File: src/hw/sagc_pkg.sv
package sagc_pkg;

   // register offsets
   localparam logic [7:0] ADDR_SETTLED   = 8'h24;  // gain settled status, read only
   localparam logic [7:0] ADDR_STEP_RATE = 8'h51;  // soft-step rate control
   localparam logic [7:0] ADDR_FINE_TRIM = 8'h52;  // fine gain trim
   localparam logic [7:0] ADDR_VOL_LEFT  = 8'h53;  // left digital volume
   localparam logic [7:0] ADDR_VOL_RIGHT = 8'h54;  // right digital volume

   // field positions
   localparam int BIT_VOL_OK_L   = 7;  // left volume settled
   localparam int BIT_PGA_OK_L   = 6;  // left pga settled
   localparam int BIT_AGC_SAT_L  = 5;  // left agc saturated
   localparam int BIT_VOL_OK_R   = 3;  // right volume settled
   localparam int BIT_PGA_OK_R   = 2;  // right pga settled
   localparam int BIT_AGC_SAT_R  = 1;  // right agc saturated
   localparam int TRIM_LSB_L     = 4;  // left trim in 6:4
   localparam int TRIM_LSB_R     = 0;  // right trim in 2:0

   // reset values
   localparam logic [7:0] RST_STEP_RATE = 8'h00;
   localparam logic [7:0] RST_FINE_TRIM = 8'h00;
   localparam logic [7:0] RST_VOL       = 8'h00;

   // soft-step modes
   localparam logic [1:0] STEP_EVERY_1 = 2'h0;  // one step each sample
   localparam logic [1:0] STEP_EVERY_2 = 2'h1;  // one step each two samples

   // gain codes, half-dB units
   localparam logic signed [7:0] PGA_MUTE = 8'shFF;  // one below 0 dB means mute
   localparam logic signed [7:0] PGA_TOP  = 8'sh50;  // 40 dB
   localparam logic signed [7:0] VOL_BOT  = 8'shE8;  // -12 dB
   localparam logic signed [7:0] VOL_TOP  = 8'sh28;  // 20 dB
   localparam logic [2:0]        TRIM_TOP = 3'h4;    // -0.4 dB

   // decimation
   localparam int OSR_SINGLE = 128;  // oversampling, single rate
   localparam int OSR_DUAL   = 64;   // oversampling, dual rate
   localparam int GRP_DELAY  = 17;   // group delay in output samples
   localparam int AVG_SHIFT  = 4;    // running-average time constant

   // per-channel agc settings
   typedef struct packed {
      logic       en;         // agc on
      logic [2:0] target;     // one of eight levels
      logic [1:0] hyst;       // 0 = no hysteresis
      logic [4:0] noise_thr;  // 0 = noise detection off
      logic [6:0] max_pga;    // ceiling, half-dB
      logic [7:0] attack;     // one gain drop each attack+1 samples
      logic [7:0] decay;      // one gain rise each decay+1 samples
      logic [4:0] deb_noise;  // samples, 0 = off
      logic [3:0] deb_sig;    // samples, 0 = off
   } sagc_cfg_t;

   // channel power states
   typedef enum logic [2:0] {
      CH_OFF  = 3'b001,
      CH_ON   = 3'b010,
      CH_DOWN = 3'b100
   } sagc_pwr_t;

endpackage : sagc_pkg

File: src/hw/sagc_gain_ctrl.sv
`timescale 1ns/1ps
`default_nettype none

module sagc_gain_ctrl
   import sagc_pkg::*;
#(
   parameter int CLK_PER_MOD = 8  // sys_clk cycles per modulator bit
) (
   // clock and reset
   input  wire logic               sys_clk,
   input  wire logic               sys_rst,
   // register port
   input  wire logic               reg_wr,
   input  wire logic [7:0]         reg_addr,
   input  wire logic [7:0]         reg_wdata,
   output logic      [7:0]         reg_rdata,
   // channel control
   input  wire logic               dual_rate,
   input  wire logic [1:0]         pwr_req,
   input  wire logic [6:0]         pga_set [2],
   input  wire sagc_cfg_t          agc_cfg [2],
   // modulator streams
   input  wire logic [1:0]         mod_bit,
   // results
   output logic signed [15:0]      smp_out [2],
   output logic                    smp_valid,
   output logic signed [7:0]       pga_gain [2],
   output logic signed [7:0]       vol_gain [2],
   output logic [2:0]              trim_gain [2],
   output logic [1:0]              noise_flag,
   output logic [1:0]              pwr_on
);

   // registers
   logic [7:0] rate_reg;               // soft-step rate control
   logic [7:0] trim_reg;               // fine trim
   logic [7:0] vol_reg [2];            // programmed volumes
   logic [1:0] vol_ok, pga_ok, agc_sat;  // status sources

   // rate decode
   wire  step_off  = rate_reg[1];
   wire  [7:0] osr = dual_rate ? 8'(OSR_DUAL) : 8'(OSR_SINGLE);

   // register writes
   always_ff @(posedge sys_clk or posedge sys_rst) begin
      if (sys_rst) begin
         rate_reg   <= RST_STEP_RATE;
         trim_reg   <= RST_FINE_TRIM;
         vol_reg[0] <= RST_VOL;
         vol_reg[1] <= RST_VOL;
      end else if (reg_wr) begin
         case (reg_addr)
            ADDR_STEP_RATE: rate_reg   <= reg_wdata;
            ADDR_FINE_TRIM: trim_reg   <= reg_wdata;
            ADDR_VOL_LEFT:  vol_reg[0] <= reg_wdata;
            ADDR_VOL_RIGHT: vol_reg[1] <= reg_wdata;
            default: ;
         endcase
      end
   end

   // read mux
   wire [7:0] status = {vol_ok[0], pga_ok[0], agc_sat[0], 1'b0,
                        vol_ok[1], pga_ok[1], agc_sat[1], 1'b0};
   logic [7:0] rdata_next;
   always_comb begin
      case (reg_addr)
         ADDR_SETTLED:   rdata_next = status;
         ADDR_STEP_RATE: rdata_next = rate_reg;
         ADDR_FINE_TRIM: rdata_next = trim_reg;
         ADDR_VOL_LEFT:  rdata_next = vol_reg[0];
         ADDR_VOL_RIGHT: rdata_next = vol_reg[1];
         default:        rdata_next = 8'h00;
      endcase
   end
   always_ff @(posedge sys_clk or posedge sys_rst) begin
      if (sys_rst) reg_rdata <= 8'h00;
      else         reg_rdata <= rdata_next;
   end

   // modulator bit rate enable and sample tick
   logic [15:0] div_reg;    // sys_clk to modulator rate
   logic [7:0]  bit_cnt;    // modulator bits in window
   logic        half_reg;   // alternates each sample
   wire  mod_tick = (div_reg == 16'(CLK_PER_MOD - 1));
   wire  fs_tick  = mod_tick && (bit_cnt == osr - 8'h01);
   always_ff @(posedge sys_clk or posedge sys_rst) begin
      if (sys_rst) begin
         div_reg  <= 16'h0000;
         bit_cnt  <= 8'h00;
         half_reg <= 1'b0;
      end else begin
         div_reg <= mod_tick ? 16'h0000 : div_reg + 16'h0001;
         if (mod_tick) bit_cnt <= fs_tick ? 8'h00 : bit_cnt + 8'h01;
         if (fs_tick)  half_reg <= ~half_reg;
      end
   end
   always_ff @(posedge sys_clk or posedge sys_rst) begin
      if (sys_rst) smp_valid <= 1'b0;
      else         smp_valid <= fs_tick;
   end

   // step permission for this sample
   wire step_go = fs_tick && (rate_reg[1:0] == STEP_EVERY_1 ||
                              (rate_reg[1:0] == STEP_EVERY_2 && half_reg));

   // move one half-dB toward target, or jump when stepping is off
   function automatic logic signed [7:0] step_to(input logic signed [7:0] cur,
                                                 input logic signed [7:0] tgt,
                                                 input logic jump);
      if (jump || cur == tgt) step_to = tgt;
      else if (cur < tgt)     step_to = cur + 8'sh01;
      else                    step_to = cur - 8'sh01;
   endfunction : step_to

   // target amplitude for agc level codes
   function automatic logic [15:0] target_amp(input logic [2:0] code);
      case (code)
         3'h0:    target_amp = 16'h4405;  // -5.5 dB
         3'h1:    target_amp = 16'h32F5;
         3'h2:    target_amp = 16'h287A;
         3'h3:    target_amp = 16'h2027;
         3'h4:    target_amp = 16'h198A;
         3'h5:    target_amp = 16'h1215;
         3'h6:    target_amp = 16'h0CCD;
         default: target_amp = 16'h0814;  // -24 dB
      endcase
   endfunction : target_amp

   // per-channel datapath
   for (genvar c = 0; c < 2; c++) begin : g_ch
      sagc_pwr_t         st_reg, st_next;     // power state
      logic [7:0]        ones_reg;            // ones in window
      logic signed [15:0] dly [GRP_DELAY];    // group-delay line
      logic [15:0]       avg_reg;             // running |x| average
      logic [6:0]        agc_reg;             // agc gain
      logic [7:0]        tc_reg;              // attack/decay timer
      logic [4:0]        deb_reg;             // debounce counter
      logic              noise_reg;           // noise class

      // window sum to a signed sample
      wire [7:0] ones_nx = ones_reg + {7'h00, mod_bit[c]};
      wire signed [15:0] raw = dual_rate ?
                16'((ones_nx - 8'(OSR_DUAL / 2)) << 9) :
                16'((ones_nx - 8'(OSR_SINGLE / 2)) << 8);
      wire signed [15:0] x    = dly[GRP_DELAY - 1];
      wire [15:0]        absx = x[15] ? 16'(-x) : 16'(x);
      wire signed [16:0] diff = $signed({1'b0, absx}) - $signed({1'b0, avg_reg});
      wire [15:0] avg_nx = 16'($signed({1'b0, avg_reg}) + (diff >>> AVG_SHIFT));

      // noise threshold and hysteresis window
      wire        nz_en = (agc_cfg[c].noise_thr != 5'h00);
      wire [15:0] thr   = 16'h040C >> ((agc_cfg[c].noise_thr - 5'h01) / 5'h03);
      wire [15:0] hys   = (agc_cfg[c].hyst == 2'h0) ? 16'h0000 :
                          (thr >> (3'h4 - {1'b0, agc_cfg[c].hyst}));
      wire        below = avg_reg < (thr - hys);
      wire        above = avg_reg > (thr + hys);
      wire        flip  = noise_reg ? above : below;
      wire [4:0]  deb_n = noise_reg ? {1'b0, agc_cfg[c].deb_sig} : agc_cfg[c].deb_noise;
      wire [15:0] tgt   = target_amp(agc_cfg[c].target);

      // pga and volume targets
      // manual gain held to the pga range, volume code held to its range
      wire signed [7:0] pga_man  = (pga_set[c] > 7'(PGA_TOP)) ? PGA_TOP :
                                   $signed({1'b0, pga_set[c]});
      wire signed [7:0] pga_tgt = (st_reg != CH_ON) ? PGA_MUTE :
                      agc_cfg[c].en ? $signed({1'b0, agc_reg}) :
                      pga_man;
      wire signed [7:0] vol_raw  = $signed({vol_reg[c][6], vol_reg[c][6:0]});
      wire signed [7:0] vol_prog = (vol_raw > VOL_TOP) ? VOL_TOP :
                                   (vol_raw < VOL_BOT) ? VOL_BOT : vol_raw;
      wire signed [7:0] vol_tgt  = (st_reg != CH_ON) ? VOL_BOT : vol_prog;
      wire [2:0] trim_f = trim_reg[(c == 0 ? TRIM_LSB_L : TRIM_LSB_R) +: 3];

      // power state machine
      always_comb begin
         case (st_reg)
            CH_OFF:  st_next = pwr_req[c] ? CH_ON : CH_OFF;
            CH_ON:   st_next = pwr_req[c] ? CH_ON : CH_DOWN;
            CH_DOWN: st_next = (pga_gain[c] == PGA_MUTE && vol_gain[c] == VOL_BOT)
                               ? CH_OFF : CH_DOWN;
            default: st_next = CH_OFF;
         endcase
      end
      always_ff @(posedge sys_clk or posedge sys_rst) begin
         if (sys_rst) st_reg <= CH_OFF;
         else         st_reg <= st_next;
      end

      // decimator: count ones, delay for fixed latency
      always_ff @(posedge sys_clk or posedge sys_rst) begin
         if (sys_rst) begin
            ones_reg <= 8'h00;
            for (int i = 0; i < GRP_DELAY; i++) dly[i] <= 16'sh0000;
         end else if (mod_tick) begin
            ones_reg <= fs_tick ? 8'h00 : ones_nx;
            if (fs_tick) begin
               dly[0] <= (st_reg == CH_OFF) ? 16'sh0000 : raw;
               for (int i = 1; i < GRP_DELAY; i++) dly[i] <= dly[i - 1];
            end
         end
      end

      // gain stepping and outputs
      always_ff @(posedge sys_clk or posedge sys_rst) begin
         if (sys_rst) begin
            pga_gain[c]  <= PGA_MUTE;
            vol_gain[c]  <= 8'sh00;
            trim_gain[c] <= 3'h0;
            smp_out[c]   <= 16'sh0000;
            pwr_on[c]    <= 1'b0;
         end else begin
            pwr_on[c] <= (st_next != CH_OFF);
            if (step_go || (step_off && fs_tick)) begin
               pga_gain[c] <= step_to(pga_gain[c], pga_tgt, step_off);
               vol_gain[c] <= step_to(vol_gain[c], vol_tgt, step_off);
            end
            if (fs_tick) begin
               trim_gain[c] <= (trim_f > TRIM_TOP) ? TRIM_TOP : trim_f;
               smp_out[c]   <= x;
            end
         end
      end

      // agc: average, classify, adjust
      always_ff @(posedge sys_clk or posedge sys_rst) begin
         if (sys_rst) begin
            avg_reg   <= 16'h0000;
            agc_reg   <= 7'h00;
            tc_reg    <= 8'h00;
            deb_reg   <= 5'h00;
            noise_reg <= 1'b0;
         end else if (fs_tick) begin
            avg_reg <= avg_nx;
            // debounced class change
            if (!nz_en) begin
               noise_reg <= 1'b0;
               deb_reg   <= 5'h00;
            end else if (!flip) begin
               deb_reg <= 5'h00;
            end else if (deb_reg >= deb_n) begin
               noise_reg <= ~noise_reg;
               deb_reg   <= 5'h00;
            end else begin
               deb_reg <= deb_reg + 5'h01;
            end
            // gain decision once per sample
            if (noise_reg) begin
               if (agc_reg != 7'h00) agc_reg <= agc_reg - 7'h01;
               tc_reg <= 8'h00;
            end else if (agc_reg > agc_cfg[c].max_pga) begin
               agc_reg <= agc_cfg[c].max_pga;
            end else if (avg_reg > tgt) begin
               tc_reg <= (tc_reg >= agc_cfg[c].attack) ? 8'h00 : tc_reg + 8'h01;
               if (tc_reg >= agc_cfg[c].attack && agc_reg != 7'h00)
                  agc_reg <= agc_reg - 7'h01;
            end else if (avg_reg < tgt) begin
               tc_reg <= (tc_reg >= agc_cfg[c].decay) ? 8'h00 : tc_reg + 8'h01;
               if (tc_reg >= agc_cfg[c].decay && agc_reg < agc_cfg[c].max_pga &&
                   agc_reg < 7'(PGA_TOP))
                  agc_reg <= agc_reg + 7'h01;
            end else begin
               tc_reg <= 8'h00;
            end
         end
      end

      // status sources
      assign vol_ok[c]  = (vol_gain[c] == vol_prog);
      assign pga_ok[c]  = (pga_gain[c] == pga_tgt);
      assign agc_sat[c] = agc_cfg[c].en && !noise_reg && avg_reg < tgt &&
                          agc_reg >= agc_cfg[c].max_pga;
      always_ff @(posedge sys_clk or posedge sys_rst) begin
         if (sys_rst) noise_flag[c] <= 1'b0;
         else         noise_flag[c] <= noise_reg && agc_cfg[c].en;
      end
   end

endmodule : sagc_gain_ctrl

`default_nettype wire

File: config.mk
export PLATFORM = sky130hd
export DESIGN_NAME = sagc_gain_ctrl
export DESIGN_NICKNAME = d
export VERILOG_FILES = /design/src/hw/sagc_pkg.sv /design/src/hw/sagc_gain_ctrl.sv
export SDC_FILE = /design/constraint.sdc
export NUM_CORES = 2
export LEC_CHECK = 0
export BUFFER_PORTS_ARGS = -buffer_cell sky130_fd_sc_hd__clkbuf_2
export CAP_MARGIN = 20
export CORE_MARGIN = 5
export CORE_UTILIZATION = 50
export CTS_BUF_LIST = sky130_fd_sc_hd__clkbuf_2 sky130_fd_sc_hd__clkbuf_4 sky130_fd_sc_hd__clkbuf_8
export DETAILED_ROUTE_END_ITERATION = 10
export PLACE_DENSITY = 0.73
export SLEW_MARGIN = 10
export SYNTH_ARGS = -nofsm -noshare
export SYNTH_HDL_FRONTEND = slang
export SYNTH_SLANG_ARGS = --single-unit
File: constraint.sdc
create_clock -name sys_clk -period 36.1 [get_ports sys_clk]
set_input_delay 7.22 -clock sys_clk [delete_from_list [all_inputs] [get_ports sys_clk]]
set_output_delay 7.22 -clock sys_clk [all_outputs]
set_load 0.005 [all_outputs]
; After elaboration in Yosys (flattened, before gate mapping)
; Index checks and enable logic that the tools add are counted.
[word_totals]
register_bits = 780
output_inout_bits = 83
word_cells = 341
[op_classes]
addsub = 39
n_div = 2
order_cmp = 34
n_eq_ne = 50
shift = 4
mux = 88
bitwise = 3
reduce_logical = 52
[op_table]
columns = operator, count
row1 = $mux 8, 32
row2 = $pmux 15 s7, 2
row3 = $mux 16, 9
row4 = $mux 7, 18
row5 = $gt 16x16->1, 4
row6 = $lt 16x16->1, 4
row7 = $eq 8x8->1, 7
row8 = $mux 5, 8
row9 = $pmux 8 s5, 1
row10 = $sub 16x16->17, 2
row11 = $add 16x13->16, 2
row12 = $add 16x16->16, 2
row13 = $add 8x2->8 const B, 4
row14 = $eq 8x7->1 const B, 4
row15 = $ge 8x8->1, 4
row16 = $lt 8x8->1, 4
row17 = $neg 16->16, 2
row18 = $shr 11x5->16 const A, 2
row19 = $shr 16x3->16, 2
row20 = $sub 16x16->16, 2
row21 = $sub 8x2->8 const B, 4
row22 = $gt 7x7->1 const B, 4
row23 = $add 8x1->8 const B, 3
row24 = $eq 3x3->1 const B, 8
row25 = other kinds (45), 138

; Depth between registers and ports, before layout
[depth]
word_depth = 10
depth_mapped = 45

; Least setup slack after synthesis
; Ideal clock, no wire load.
[synth_path]
path_kind = input port to flip-flop
from = input agc_cfg[75] (netlist bit)
to = register g_ch[0].deb_reg[4]
arrival_time_ps = 14425
required_time_ps = 36005
setup_slack_ps = 21579
cell_stages = 43
path_cell_list = buf_2 inv_1 ha_1 nor2_1 mux2i_1 o22a_1 inv_1 ha_1 nand2_1 o211a_1 nand2_1 mux2_2 inv_1 ha_1 nand4b_1 o21ai_0 a2bb2oi_1 a41o_1 [7 not listed] inv_1 o21ai_0 a21oi_1 o21ai_0 a21o_1 a221oi_1 nor2_1 xnor2_1 ha_1 o21a_1 o211ai_1 or4_1 a21o_1 a21oi_1 o211ai_1 nor2_1 nand2_1 o31ai_1
[synth_via]
elab_chain_cells = 10
[synth_lines]
columns = item, line
row1 = "start, declared", sagc_gain_ctrl.sv:21  ; input wire sagc_cfg_t agc_cfg [2],
row2 = $sub 5x1->5, sagc_gain_ctrl.sv:153  ; wire [15:0] thr = 16'h040C >> ((agc_cfg[c].noise_thr - 5'h01) / 5'h03);
row3 = $div 5x2->5, sagc_gain_ctrl.sv:153
row4 = $shr 11x5->16, sagc_gain_ctrl.sv:153
row5 = $shr 16x3->16, sagc_gain_ctrl.sv:155  ; (thr >> (3'h4 - {1'b0, agc_cfg[c].hyst}));
row6 = $mux 16, sagc_gain_ctrl.sv:154  ; wire [15:0] hys = (agc_cfg[c].hyst == 2'h0) ? 16'h0000 :
row7 = $sub 16x16->16 or $add 16x16->16 (tied branches), "sagc_gain_ctrl.sv:156, sagc_gain_ctrl.sv:157"
row8 = $lt 16x16->1 or $gt 16x16->1 (tied branches), "sagc_gain_ctrl.sv:156, sagc_gain_ctrl.sv:157"
row9 = $mux 1, sagc_gain_ctrl.sv:158  ; wire flip = noise_reg ? above : below;
row10 = $mux 5, sagc_gain_ctrl.sv:239  ; end else if (!flip) begin
row11 = $mux 5 *, sagc_gain_ctrl.sv:236  ; if (!nz_en) begin
row12 = "end signal, assigned", sagc_gain_ctrl.sv:245  ; deb_reg <= deb_reg + 5'h01;
row13 = "end, declared", sagc_gain_ctrl.sv:138  ; logic [4:0] deb_reg;
; Every way passes the cells marked *; elsewhere a longest branch is shown, timed or not.
; A chain may end at the register's enable or synchronous reset.

; Final worst setup path
[layout_path]
from = input agc_cfg[32] (netlist bit)
to = register g_ch[1].deb_reg[0]
[layout_via]
elab_chain_cells = 10
[layout_lines]
columns = item, line
row1 = $sub 5x1->5, sagc_gain_ctrl.sv:153
row2 = $div 5x2->5, sagc_gain_ctrl.sv:153
row3 = $shr 11x5->16, sagc_gain_ctrl.sv:153
row4 = $shr 16x3->16, sagc_gain_ctrl.sv:155
row5 = $mux 16, sagc_gain_ctrl.sv:154
row6 = $sub 16x16->16 or $add 16x16->16 (tied branches), "sagc_gain_ctrl.sv:156, sagc_gain_ctrl.sv:157"
row7 = $lt 16x16->1 or $gt 16x16->1 (tied branches), "sagc_gain_ctrl.sv:156, sagc_gain_ctrl.sv:157"
row8 = $mux 1, sagc_gain_ctrl.sv:158
row9 = $mux 5, sagc_gain_ctrl.sv:239
row10 = $mux 5 *, sagc_gain_ctrl.sv:236
row11 = "end signal, assigned", sagc_gain_ctrl.sv:245
row12 = "end, declared", sagc_gain_ctrl.sv:138
; Marked as above.

==> results.toml <==
[global_routing]
gr-usage-met2_pct = 35.3
grt_usage_pct = 21.7
grt_pass1_wl_um = 130000
grt_pass1_vias = 26204
top_usage_layer = "met2"
grtUsageMet1_pct = 30.4
use_met3_pct = 3.62
antenna_found_initial = 7
grt.overflow.total = 0
grt_max_degree = 201

[worst_setup_path]
worstSetupStartpointType = "input pin"
crit_arrival_ns = 15.71
crit_required_ns = 36.70
r2r_end = "vol_gain[15]$_DFFE_PP0P_"
worstPathMaxFanout = 10
cpMostUsedCell = "ha_1"
r2r_start = "g_ch[0].vol_raw[4]$_DFFE_PP0P_"
cp-end-kind = "register"
slowest_delay_ns = 0.70
ff2ff_path_depth = 23
r2r_setup_slack_ns = 31.09
worst-setup-path-type = "input pin to register"
slowest_stage = "a2111oi_0"

[cts]
cts_resized = 0
cts_setup_buffers = 0
cts_tree = "yes"
cts_sinks = 492
ctsHoldBuffers = 0
numCtsBuffers = 85
clock_latency_ns = 0.68
clockBufferDepth = 3
cts_root_buffer = "clkbuf_8"
clkTransAtPathRegs_ns = 0.06
h-tree-depth = 3

[die]
start_util_pct = 50.3
boundaryPins = 207
core_sq_mm = 0.0655
die-area_sq_mm = 0.0711
chipHeight_um = 267
die_w_um = 267
num_rows = 94

[cells_and_area]
syn_to_final_growth_pct = 10.6
largest_reg_flops = 256
mostFrequentLayoutCells = "1080 x nand2_1, 474 x dfrtp_1, 328 x ha_1"
final_common_cell = "nand2_1"
drive_gt1_share_pct = 11.7
multi_input_area_sq_mm = 0.0191
fillCellCount = 6008
post-route-util_pct = 55.6
num-nets-final = 4522
design_area_sq_mm = 0.0364
ff_latch_area_sq_mm = 0.0123

[place]
port_buffers = 190
place.gp.congestion = 0.881
place_area_sq_mm = 0.0344
dp.final_hpwl_um = 55200

[drt]
wl_um = 78000
drt_iter0_drc = 2099
vias = 27339
remaining_drc_errors = 0
ant_nets = 0
wl_per_cell_um = 15.6
dr.pass1.iters = 6
viasPerCell = 5.47

[power_and_ir_drop]
power_density_mw_per_mm2 = 41.9
p_leak_nw = 18.8
ir_drop_mv = 0.0352

[sta]
max_freq_mhz = 66.2
worstMarginPinSlew_ns = 1.14
fin_crit_ns = 15.11
fin_skew_ns = 0.0460
setup_tns_ns = 0
drv_slew = 0
setup_violations = 0
holdWs_ns = 0.425
fin_crit_sh_pct = 41.9
timing.slew.headroom_pct = 23.8
hold_viol = 0
rsz0062_at_grt = "no"

[yosys]
postSynthAreaPerCell_sq_um = 8.40
synth_edf_count = 0
async_reset_ff_share_pct = 100
synth_warnings = 0
synth_area_sq_mm = 0.0329
synth_seq_cells = 492
yosys_most_used_dff = "dfrtp_1"
yosysSeqAreaShare_pct = 37.5
yosysUniqueCellTypes = 99
netlist_instances = 3920

[min_path]
holdPathStages = 2
worstHoldStart = "g_ch[0].dly[60]$_DFFE_PP0P_"
hold_end = "g_ch[0].dly[44]$_DFFE_PP0P_"
hold_path_class = "register to register"

[run_status]
status = "finished clean"

[run]
maxCapViolCount = 0
## power by group
part	total [mW]	leakage, nW	switching, mW	internal, mW
logic	0.374	11.3	0.214	0.160
registers	0.581	6.56	0.0159	0.565
clock network	0.571	1.04	0.234	0.337
total	1.53	18.8	0.464	1.06
## cell type report
class,instances,area share (%)
Clock buffer,140,4.83
Tap cell,864,2.97
Antenna cell,3,0.0206
Clock inverter,16,0.533
Inverter,208,2.16
Sequential cell,492,33.9
Multi-Input combinational cell,3064,52.5
Timing Repair Buffer,209,3.13
## synth_stat cells (41+ instances only)
cell type	instances	share of area (%)
nor2_1	187	2.1
nand2b_1	51	0.97
nor2b_1	49	0.93
a21o_1	52	1.2
nand2_1	1080	12
xnor2_1	120	3.2
o21ai_0	191	2.9
clkbuf_1	111	1.3
dfrtp_1	474	36
mux2i_1	41	1.2
xor2_1	52	1.4
mux2_2	45	1.5
ha_1	328	12
a21oi_1	170	2.6
inv_1	205	2.3
nand3_1	72	1.1
nor3_1	61	0.93
## cell families after synthesis
logic type | count (synthesis) | synth area share [%]
other cells | 1 | 0.0114
compound gates | 737 | 14.5
mux | 86 | 2.79
buf+inv | 379 | 4.71
xor+xnor | 172 | 4.57
simple gates | 1715 | 22.9
fa+ha+maj | 338 | 13.1
flops | 492 | 37.5
## how the worst max path moves through the flow
stage,from,to,slack (ns),cells after the start
floorplan,sys_rst,bit_cnt[0]$_DFFE_PP0N_,15.18,1
global placement,agc_cfg[32],g_ch[1].deb_reg[0]$_DFFE_PP0P_,20.58,41
detailed placement,agc_cfg[32],g_ch[1].deb_reg[0]$_DFFE_PP0P_,20.39,41
CTS,agc_cfg[32],g_ch[1].deb_reg[0]$_DFFE_PP0P_,21.10,41
global route,agc_cfg[32],g_ch[1].deb_reg[0]$_DFFE_PP0P_,20.05,41
finish,agc_cfg[32],g_ch[1].deb_reg[0]$_DFFE_PP0P_,20.99,41
## critical path, delay by kind of cell
family          cells  cell delay (ns)
compound gates     22             4.17
fa+ha+maj           7             2.16
buf+inv             3             0.38
mux                 2             0.39
simple gates        7             1.39
## stage by stage
| stage | power [mW] | setup WS (ns) | std cells |
|---|---|---|---|
| after detailed placement | 0.960 | 20.39 | 4835 |
| after global routing | 1.62 | 20.05 | 4995 |
| final | 1.53 | 20.99 | 4996 |
| after global placement | 0.952 | 20.58 | 4834 |
| after CTS | 1.54 | 21.10 | 4991 |
| after floorplan | 0.876 | 15.18 | 3935 |
## routing by layer
layer / vias up / wire length, um
met5: - / 25
met4: 4 / 1810
met3: 125 / 3830
met2: 562 / 36200
met1: 12944 / 36200
li1: 13704 / -
Power figures use the tool's default switching activity.
